### src/hw/dpwm_pkg.sv
/*
  Constants for the dual modulator block: register indices, field positions,
  reset values and sizes. Assumes the APB slave byte address is four times
  the register index, one register to an aligned 32-bit word.
*/
`default_nettype none

package dpwm_pkg;
  // ==========================================================================
  // sizes
  localparam int N_CHAN    = 2;
  localparam int N_TIMER   = 4;
  localparam int N_UNIT    = 5;
  localparam int APB_AW    = 16;
  localparam int APB_DW    = 32;
  localparam int IDX_W     = 12;
  localparam int DUTY_W    = 10;
  localparam int TMR_W     = 8;
  localparam int SUB_W     = 2;
  localparam int SEL_W     = 2;

  // ==========================================================================
  // register indices, byte address is index times four
  localparam logic [IDX_W-1:0] IDX_CHAN_B_DUTY   = 12'hF9F;
  localparam logic [IDX_W-1:0] IDX_CHAN_B_CTRL   = 12'hFA1;
  localparam logic [IDX_W-1:0] IDX_CHAN_A_DUTY   = 12'hFA2;
  localparam logic [IDX_W-1:0] IDX_CHAN_A_CTRL   = 12'hFA4;
  localparam logic [IDX_W-1:0] IDX_SEL_LOW       = 12'hFAD;
  localparam logic [IDX_W-1:0] IDX_SEL_HIGH      = 12'hFAE;
  localparam logic [IDX_W-1:0] IDX_SEL_EXTRA     = 12'hFAF;

  // ==========================================================================
  // control register fields
  localparam int CTL_EN_BIT  = 7;
  localparam int CTL_OUT_BIT = 5;
  localparam int CTL_POL_BIT = 4;

  // duty register fields
  localparam int DUTY_HI_MSB = 15;
  localparam int DUTY_HI_LSB = 8;
  localparam int DUTY_LO_MSB = 7;
  localparam int DUTY_LO_LSB = 6;

  // timer select fields (lsb positions)
  localparam int SEL_UNIT1_LSB = 0;
  localparam int SEL_UNIT4_LSB = 2;
  localparam int SEL_UNIT5_LSB = 0;
  localparam int SEL_CHA_LSB   = 2;
  localparam int SEL_CHB_LSB   = 4;
  localparam int SEL_UNIT2_LSB = 0;
  localparam int SEL_UNIT3_LSB = 2;

  // ==========================================================================
  // reset values
  localparam logic              CTL_RST   = 1'b0;
  localparam logic [SEL_W-1:0]  SEL_RST   = 2'h0;
  localparam logic [SUB_W-1:0]  SUB_RST   = 2'h0;

  // timer pair codes: 00 t1/t2, 01 t3/t4, 10 t5/t6, 11 t7/t8
  typedef enum logic [SEL_W-1:0] {
    DPWM_PAIR_T1_T2 = 2'b00,
    DPWM_PAIR_T3_T4 = 2'b01,
    DPWM_PAIR_T5_T6 = 2'b10,
    DPWM_PAIR_T7_T8 = 2'b11
  } dpwm_pair_t;
endpackage : dpwm_pkg

`default_nettype wire

### src/hw/dpwm_chan_if.sv
/*
  Link between the register file and one modulator channel core.
  Assumes both ends share core_clk_i.
*/
`timescale 1ns/1ps
`default_nettype none

interface dpwm_chan_if;
  import dpwm_pkg::*;
  logic              en;
  logic              invert_output;
  logic [DUTY_W-1:0] duty;
  logic              level;
  modport regs (output en, output invert_output, output duty, input level);
  modport core (input en, input invert_output, input duty, output level);
endinterface : dpwm_chan_if

`default_nettype wire

### src/hw/dpwm_timer_mux.sv
/*
  Picks one of the four 8-bit period timers for a channel.
  Assumes timer count, restart and tick inputs are synchronous to the clock.
*/
`timescale 1ns/1ps
`default_nettype none

module dpwm_timer_mux
  import dpwm_pkg::*;
(
  // timer bank
  input  wire logic [N_TIMER-1:0][TMR_W-1:0] count_i,
  input  wire logic [N_TIMER-1:0]            restart_i,
  input  wire logic [N_TIMER-1:0]            tick_i,
  // choice
  input  wire logic [SEL_W-1:0]              sel_i,
  // selected timer
  output logic      [TMR_W-1:0]              count_o,
  output logic                               restart_o,
  output logic                               tick_o
);
  // 00 timer 2, 01 timer 4, 10 timer 6, 11 timer 8
  always_comb begin
    count_o   = count_i[sel_i];
    restart_o = restart_i[sel_i];
    tick_o    = tick_i[sel_i];
  end
endmodule : dpwm_timer_mux

`default_nettype wire

### src/hw/dpwm_channel.sv
/*
  One 10-bit modulator channel: duty buffer, time base, output flop.
  Assumes the selected timer gives a restart pulse on the increment after
  count equals its limit, and a tick per prescaled oscillator clock.
*/
`timescale 1ns/1ps
`default_nettype none

module dpwm_channel
  import dpwm_pkg::*;
(
  // clock and reset
  input  wire logic              core_clk_i,
  input  wire logic              reset_n_i,
  // selected timer
  input  wire logic [TMR_W-1:0]  count_i,
  input  wire logic              restart_i,
  input  wire logic              tick_i,
  // register side
  dpwm_chan_if.core              cfg
);
  logic [SUB_W-1:0]  sub;
  logic [DUTY_W-1:0] active_duty;
  logic              raw;
  logic              next_raw;
  logic              out_q;
  logic [DUTY_W-1:0] next_base;

  // ==========================================================================
  // low two bits of the time base
  always_ff @(posedge core_clk_i or negedge reset_n_i) begin
    if (!reset_n_i) begin
      sub <= SUB_RST;
    end else if (restart_i) begin
      sub <= SUB_RST;
    end else if (tick_i) begin
      sub <= sub + 2'h1;
    end
  end

  // ==========================================================================
  // active buffer: no reset so the value survives warm resets
  always_ff @(posedge core_clk_i) begin
    if (restart_i) begin
      active_duty <= cfg.duty;
    end
  end

  // look one tick ahead: the flop then falls as the base reaches the duty,
  // so a duty of d gives d base steps high, not d+1
  assign next_base = {count_i, sub} + 10'h001;

  always_comb begin
    next_raw = raw;
    if (!cfg.en) begin
      next_raw = 1'b0;
    end else if (restart_i) begin
      next_raw = (cfg.duty != '0);
    end else if (tick_i && (next_base == active_duty)) begin
      next_raw = 1'b0;
    end
  end

  // ==========================================================================
  // output flop carries polarity so read-back equals the driven level
  always_ff @(posedge core_clk_i or negedge reset_n_i) begin
    if (!reset_n_i) begin
      raw   <= CTL_RST;
      out_q <= CTL_RST;
    end else begin
      raw   <= next_raw;
      out_q <= next_raw ^ cfg.invert_output;
    end
  end

  assign cfg.level = out_q;
endmodule : dpwm_channel

`default_nettype wire

### src/hw/dpwm_top.sv
/*
  Dual 10-bit modulator with timer select registers, APB slave.
  Assumes the period timers and their prescaled ticks are outside; the
  capture/compare units only receive their timer pair choice.
*/
// The implementer's own choice: the APB interface to the registers.
`timescale 1ns/1ps
`default_nettype none

module dpwm_top
  import dpwm_pkg::*;
(
  // clock and reset
  input  wire logic                                     core_clk_i,
  input  wire logic                                     reset_n_i,
  // apb slave
  input  wire logic                                     psel_i,
  input  wire logic                                     penable_i,
  input  wire logic                                     pwrite_i,
  input  wire logic [dpwm_pkg::APB_AW-1:0]              paddr_i,
  input  wire logic [dpwm_pkg::APB_DW-1:0]              pwdata_i,
  output logic      [dpwm_pkg::APB_DW-1:0]              prdata_o,
  output logic                                          pready_o,
  output logic                                          pslverr_o,
  // period timers
  input  wire logic [dpwm_pkg::N_TIMER-1:0][dpwm_pkg::TMR_W-1:0] period_timer_count_i,
  input  wire logic [dpwm_pkg::N_TIMER-1:0]             period_restart_i,
  input  wire logic [dpwm_pkg::N_TIMER-1:0]             timer_tick_i,
  // modulator outputs, index 0 channel a, 1 channel b
  output logic      [dpwm_pkg::N_CHAN-1:0]              pwm_out_o,
  // capture/compare unit timer pairs, index 0 unit1
  output logic      [dpwm_pkg::N_UNIT-1:0][dpwm_pkg::SEL_W-1:0] unit_timer_pair_o
);
  import dpwm_pkg::*;

  // ==========================================================================
  // register state
  logic [N_CHAN-1:0]              ctl_en;
  logic [N_CHAN-1:0]              ctl_pol;
  logic [N_CHAN-1:0][TMR_W-1:0]   duty_upper_byte;
  logic [N_CHAN-1:0][1:0]         duty_lower_pair;
  logic [N_CHAN-1:0][SEL_W-1:0]   chan_timer_choice;
  logic [N_UNIT-1:0][SEL_W-1:0]   unit_timer_choice;
  logic [N_CHAN-1:0]              level;

  // apb decode
  logic [IDX_W-1:0]  idx;
  logic              addr_ok;
  logic              setup;
  logic              wr_done;
  logic [APB_DW-1:0] next_rdata;
  logic              next_err;

  assign idx     = paddr_i[IDX_W+1:2];
  assign addr_ok = (paddr_i[APB_AW-1:IDX_W+2] == '0) && (paddr_i[1:0] == 2'h0);
  assign setup   = psel_i && !penable_i;
  assign wr_done = psel_i && penable_i && pready_o && pwrite_i && !pslverr_o;

  // ==========================================================================
  // read mux, evaluated in the setup cycle
  always_comb begin
    next_rdata = '0;
    next_err   = 1'b0;
    if (!addr_ok) begin
      next_err = 1'b1;
    end else begin
      case (idx)
        IDX_CHAN_A_CTRL, IDX_CHAN_B_CTRL: begin
          next_rdata[CTL_EN_BIT]  = ctl_en[idx == IDX_CHAN_B_CTRL];
          next_rdata[CTL_OUT_BIT] = level[idx == IDX_CHAN_B_CTRL];
          next_rdata[CTL_POL_BIT] = ctl_pol[idx == IDX_CHAN_B_CTRL];
        end
        IDX_CHAN_A_DUTY, IDX_CHAN_B_DUTY: begin
          next_rdata[DUTY_HI_MSB:DUTY_HI_LSB] = duty_upper_byte[idx == IDX_CHAN_B_DUTY];
          next_rdata[DUTY_LO_MSB:DUTY_LO_LSB] = duty_lower_pair[idx == IDX_CHAN_B_DUTY];
        end
        IDX_SEL_LOW: begin
          next_rdata[SEL_UNIT1_LSB+:SEL_W] = unit_timer_choice[0];
          next_rdata[SEL_UNIT4_LSB+:SEL_W] = unit_timer_choice[3];
        end
        IDX_SEL_HIGH: begin
          next_rdata[SEL_UNIT5_LSB+:SEL_W] = unit_timer_choice[4];
          next_rdata[SEL_CHA_LSB+:SEL_W]   = chan_timer_choice[0];
          next_rdata[SEL_CHB_LSB+:SEL_W]   = chan_timer_choice[1];
        end
        IDX_SEL_EXTRA: begin
          next_rdata[SEL_UNIT2_LSB+:SEL_W] = unit_timer_choice[1];
          next_rdata[SEL_UNIT3_LSB+:SEL_W] = unit_timer_choice[2];
        end
        default: begin
          next_err = 1'b1;
        end
      endcase
    end
  end

  // ==========================================================================
  // apb answer: ready rises in the first access cycle, never later
  always_ff @(posedge core_clk_i or negedge reset_n_i) begin
    if (!reset_n_i) begin
      pready_o  <= 1'b0;
      pslverr_o <= 1'b0;
      prdata_o  <= '0;
    end else if (setup) begin
      pready_o  <= 1'b1;
      pslverr_o <= next_err;
      prdata_o  <= pwrite_i ? '0 : next_rdata;
    end else begin
      pready_o  <= 1'b0;
      pslverr_o <= 1'b0;
    end
  end

  // ==========================================================================
  // control registers
  always_ff @(posedge core_clk_i or negedge reset_n_i) begin
    if (!reset_n_i) begin
      ctl_en  <= '0;
      ctl_pol <= '0;
    end else if (wr_done) begin
      if (idx == IDX_CHAN_A_CTRL) begin
        ctl_en[0]  <= pwdata_i[CTL_EN_BIT];
        ctl_pol[0] <= pwdata_i[CTL_POL_BIT];
      end
      if (idx == IDX_CHAN_B_CTRL) begin
        ctl_en[1]  <= pwdata_i[CTL_EN_BIT];
        ctl_pol[1] <= pwdata_i[CTL_POL_BIT];
      end
    end
  end

  // ==========================================================================
  // duty registers: no reset, so warm resets leave them as written
  always_ff @(posedge core_clk_i) begin
    if (wr_done && idx == IDX_CHAN_A_DUTY) begin
      duty_upper_byte[0] <= pwdata_i[DUTY_HI_MSB:DUTY_HI_LSB];
      duty_lower_pair[0] <= pwdata_i[DUTY_LO_MSB:DUTY_LO_LSB];
    end
    if (wr_done && idx == IDX_CHAN_B_DUTY) begin
      duty_upper_byte[1] <= pwdata_i[DUTY_HI_MSB:DUTY_HI_LSB];
      duty_lower_pair[1] <= pwdata_i[DUTY_LO_MSB:DUTY_LO_LSB];
    end
  end

  // ==========================================================================
  // timer select registers
  always_ff @(posedge core_clk_i or negedge reset_n_i) begin
    if (!reset_n_i) begin
      chan_timer_choice <= {N_CHAN{SEL_RST}};
      unit_timer_choice <= {N_UNIT{SEL_RST}};
    end else if (wr_done) begin
      case (idx)
        IDX_SEL_LOW: begin
          unit_timer_choice[0] <= pwdata_i[SEL_UNIT1_LSB+:SEL_W];
          unit_timer_choice[3] <= pwdata_i[SEL_UNIT4_LSB+:SEL_W];
        end
        IDX_SEL_HIGH: begin
          unit_timer_choice[4] <= pwdata_i[SEL_UNIT5_LSB+:SEL_W];
          chan_timer_choice[0] <= pwdata_i[SEL_CHA_LSB+:SEL_W];
          chan_timer_choice[1] <= pwdata_i[SEL_CHB_LSB+:SEL_W];
        end
        IDX_SEL_EXTRA: begin
          unit_timer_choice[1] <= pwdata_i[SEL_UNIT2_LSB+:SEL_W];
          unit_timer_choice[2] <= pwdata_i[SEL_UNIT3_LSB+:SEL_W];
        end
        default: begin
          chan_timer_choice <= chan_timer_choice;
        end
      endcase
    end
  end

  // pair code passes unchanged: the units decode 00 t1/t2 .. 11 t7/t8
  assign unit_timer_pair_o = unit_timer_choice;

  // ==========================================================================
  // channels
  genvar ch;
  generate
    for (ch = 0; ch < N_CHAN; ch++) begin : g_chan
      dpwm_chan_if cif ();
      logic [TMR_W-1:0] sel_count;
      logic             sel_restart;
      logic             sel_tick;

      assign cif.en   = ctl_en[ch];
      assign cif.invert_output  = ctl_pol[ch];
      assign cif.duty = {duty_upper_byte[ch], duty_lower_pair[ch]};
      assign level[ch]     = cif.level;
      assign pwm_out_o[ch] = cif.level;

      dpwm_timer_mux u_mux (
        .count_i   (period_timer_count_i),
        .restart_i (period_restart_i),
        .tick_i    (timer_tick_i),
        .sel_i     (chan_timer_choice[ch]),
        .count_o   (sel_count),
        .restart_o (sel_restart),
        .tick_o    (sel_tick)
      );

      dpwm_channel u_chan (
        .core_clk_i (core_clk_i),
        .reset_n_i  (reset_n_i),
        .count_i    (sel_count),
        .restart_i  (sel_restart),
        .tick_i     (sel_tick),
        .cfg        (cif.core)
      );
    end
  endgenerate
endmodule : dpwm_top

`default_nettype wire

### config.mk
export PLATFORM = sky130hd
export DESIGN_NAME = dpwm_top
export DESIGN_NICKNAME = d
export VERILOG_FILES = /design/src/hw/dpwm_pkg.sv /design/src/hw/dpwm_chan_if.sv /design/src/hw/dpwm_timer_mux.sv /design/src/hw/dpwm_channel.sv /design/src/hw/dpwm_top.sv
export SDC_FILE = /design/constraint.sdc
export NUM_CORES = 1
export LEC_CHECK = 0
export ABC_AREA = 1
export BUFFER_PORTS_ARGS = -buffer_cell sky130_fd_sc_hd__buf_2
export CAP_MARGIN = 10
export CORE_MARGIN = 2
export CORE_UTILIZATION = 50
export DETAILED_ROUTE_END_ITERATION = 16
export PLACE_DENSITY = 0.77
export SLEW_MARGIN = 20
export SYNTH_ARGS = -nofsm -noshare
export SYNTH_HDL_FRONTEND = slang
export SYNTH_SLANG_ARGS = --single-unit
export TNS_END_PERCENT = 100
### constraint.sdc
create_clock -name core_clk_i -period 3.5 [get_ports core_clk_i]
set_input_delay 0.175 -clock core_clk_i [delete_from_list [all_inputs] [get_ports core_clk_i]]
set_output_delay 0.175 -clock core_clk_i [all_outputs]
set_load 0.05 [all_outputs]
==> impl_metrics.toml <==
[place]
placed_cell_area_sq_um = 5629
port_buffers = 106
place_inst = 889
place.gp.congestion = 0.9294
hpwl_um = 10030
place_ws_ps = 887.2

[critical_path]
reg2reg_slack_ps = 800
critPathMaxStageDelay_ps = 860
start_kind = "flop"
r2r_cells = 16
criticalPathCategory = "reg -> reg"
crit_top_cell = "nand2_1"
end_kind = "flop"
arrival_ps = 2980
crit_chain = "inv_2, nand2_1, nand3_1, nand2_2, clkinv_1, nand2_1, nor2_4, nand2_1, nand2_1, nor2_1, nand3_1, o21bai_1, nand2_1, nand2_1, nand2_1, nand2_1"
cp_max_fo = 22
slowest_stage = "dfrtp_1"
required_ps = 3780

[layout]
antenna_cells = 0
multi_input_area_sq_um = 2344
most-common-layout-cells = "nand2_1 (266), buf_2 (106), inv_1 (61)"
drive_above_1_share_pct = 18.94
fillers = 935
regArea_sq_um = 2302
layout_commonest_cell = "nand2_1"
layout-area-overhead-vs-synth_pct = 14.76
num-nets-final = 866
instances_no_fill = 909
design_area_sq_um = 5867

[sta]
max_freq_mhz = 371.0
drv_slew = 0
maxSlewHeadroom_pct = 34.02
whs_ps = -18.26
skew_ps = 12.29
final.setup.tns_ps = 0
finalHoldViolations = 27
post-route-period-util_pct = 77.02
rsz0062_at_grt = "false"
fin_crit_ps = 2696
tightest_slew_ps = 989.6
setup_ws_ps = 804.4
setup_violations = 0

[yosys]
syn_area_per_cell_sq_um = 7.676
synth_area_sq_um = 5112
synth-seq-cells = 84
ys_seq_area_share_pct = 45.03
async_reset_ff_share_pct = 52.38
synth_edf_count = 40
ys_types = 41
synthFlopType = "dfrtp_1"
synthTopCellsByArea = "edfxtp_1 (23%), dfrtp_1 (22%), nand2_1 (20%)"
yosysTopAreaCell = "edfxtp_1"
synth_top_area_share_pct = 23.49
ys_warn_count = 0
synthCells = 666

[global_routing]
grt_max_degree = 45
grt_pass1_wl_um = 20640
first_global_vias = 4409
antenna_found_initial = 0
grt_remaining_overflow = 0
grt_use_total_pct = 23.35

[clock_tree]
cts_tree = "done"
cts.sink_count = 84
cts_hold_buf = 3
clk_latency_ps = 350
clockBufferDepth = 2
post_cts_resized = 0
postCtsSetupBuffers = 0
htreeDepth = 3
path_clk_slew_ps = 90
numCtsBuffers = 9
cts_root_buffer = "clkbuf_8"

[route]
drc = 0
ant_nets = 0
avgViaCountPerCell = 5.199
num_vias = 4726
routed_wl_um = 12800
dr.pass1.iters = 5
wl_per_cell_um = 14.08
drt_iter0_drc = 339

[power_and_ir_drop]
cellLeakagePower_nw = 3.065
p_per_area_nw_per_um2 = 340.1
p_switching_mw = 0.5386
switching_share_pct = 27.00
p_int_mw = 1.457
ir_worst_vdd_v = 0.0002912
p_seq_share_pct = 52.8
combPwrFrac_pct = 12.3
power_frac_clock_pct = 34.9

[floorplan]
fp.dieH_um = 105.1
pin_count = 139
start_util_pct = 51.83
core-area_sq_um = 9864
die_area_sq_um = 11050
rows = 36
die_w_um = 105.1

[hold_path]
hp-class = "in -> async"

[run]
maxCapViolCount = 0

[run_status]
violations = "negative hold slack"
status = "complete, but fails checks"
## layer usage
layer / GRT usage [%] / vias up / wire, um
met4: 6.762 / 0 / 192
met5: 0 / - / 0
li1: - / 2334 / -
met1: 31.28 / 2191 / 5689
met3: 3.244 / 17 / 781
met2: 39.52 / 184 / 6139
## layout make-up
cell class / instances / area share [%]
sequential: 84 / 39.24
tap: 133 / 2.836
inverter: 69 / 4.500
clock buffer: 9 / 2.111
timing repair buffer: 113 / 10.11
multi-input combinational: 494 / 39.94
clock inverter: 7 / 1.258
## synth_stat cells, types with 3 or more instances
| cell | instances |
|---|---|
| nand3_2 | 6 |
| o21ai_0 | 34 |
| nor2_4 | 3 |
| edfxtp_1 | 40 |
| buf_4 | 24 |
| inv_1 | 61 |
| buf_2 | 3 |
| nor4_1 | 11 |
| mux2i_1 | 9 |
| nand2_1 | 266 |
| o211ai_1 | 4 |
| nand4_1 | 6 |
| dfrtp_1 | 44 |
| buf_6 | 5 |
| nor2_1 | 44 |
| xnor2_1 | 5 |
| nand3_1 | 44 |
| inv_2 | 5 |
| a21oi_1 | 8 |
| a22o_1 | 5 |
| nand3b_1 | 5 |
| xor2_1 | 6 |
## state kept, by name (all words and copies together), names as in the netlist
register and count:
pready_o 1, chan_timer_choice 4, g_chan.u_chan.active_duty 20, unit_timer_pair_o 10, duty_lower_pair 4, prdata_o 16
ctl_en 2, pslverr_o 1, ctl_pol 2, g_chan.u_chan.sub 4, g_chan.u_chan.raw 2, g_chan.u_chan.cfg.level 2
duty_upper_byte 16
## kinds of logic (layout without fill, tap and decap cells)
group                      count (synthesis)  in the layout  synth area share [%]
adders and majority gates                  2              2                0.4894
buffers and inverters                    103            198                 10.23
xor gates and xnor gates                  11             11                 1.884
and+or+nand+nor                          394            394                 33.21
AOI/OAI and AO/OA                         61             61                 7.098
DFF                                       84             84                 45.03
other                                      1             16               0.07335
muxes                                     10             10                 1.982
## power by group through the flow
stage	Combinational (mW)	Sequential, mW	Clock (mW)
2_1_floorplan	0.161	1.08	0
3_3_place_gp	0.231	1.07	0
3_5_place_dp	0.239	1.07	0
4_1_cts	0.243	1.05	0.702
5_1_grt	0.273	1.06	0.734
6_report	0.245	1.05	0.697
## critical path, delay by kind of cell (launching register included)
kind,cells,cell delay (ps)
flip-flops,1,860
AND/OR/NAND/NOR,13,1130
buffers and inverters,2,440
AO/OA/AOI/OAI,1,180
## path summary, 6_finish.rpt
path / from / to
max: chan_timer_choice[2] / g_chan[1].u_chan.cfg.level
min: reset_n_i / pready_o
max reg2reg: chan_timer_choice[2] / g_chan[1].u_chan.cfg.level
min reg2reg: duty_upper_byte[15] / g_chan[1].u_chan.active_duty[9]
max in group asynchronous: reset_n_i / chan_timer_choice[1]
min in group core_clk_i: pwdata_i[15] / duty_upper_byte[7]
## per-stage QoR
step / hold slack (ps) / total power [mW] / utilization, %
after global routing: 8.303 / 2.063 / 59.47
after detailed placement: 365.7 / 1.314 / 57.06
after global placement: 364.2 / 1.305 / 57.06
after floorplan: -120.6 / 1.237 / -
after CTS: 0.8219 / 1.999 / 59.37
final: -18.26 / 1.995 / 59.47
(Power assumes the default switching activity.)
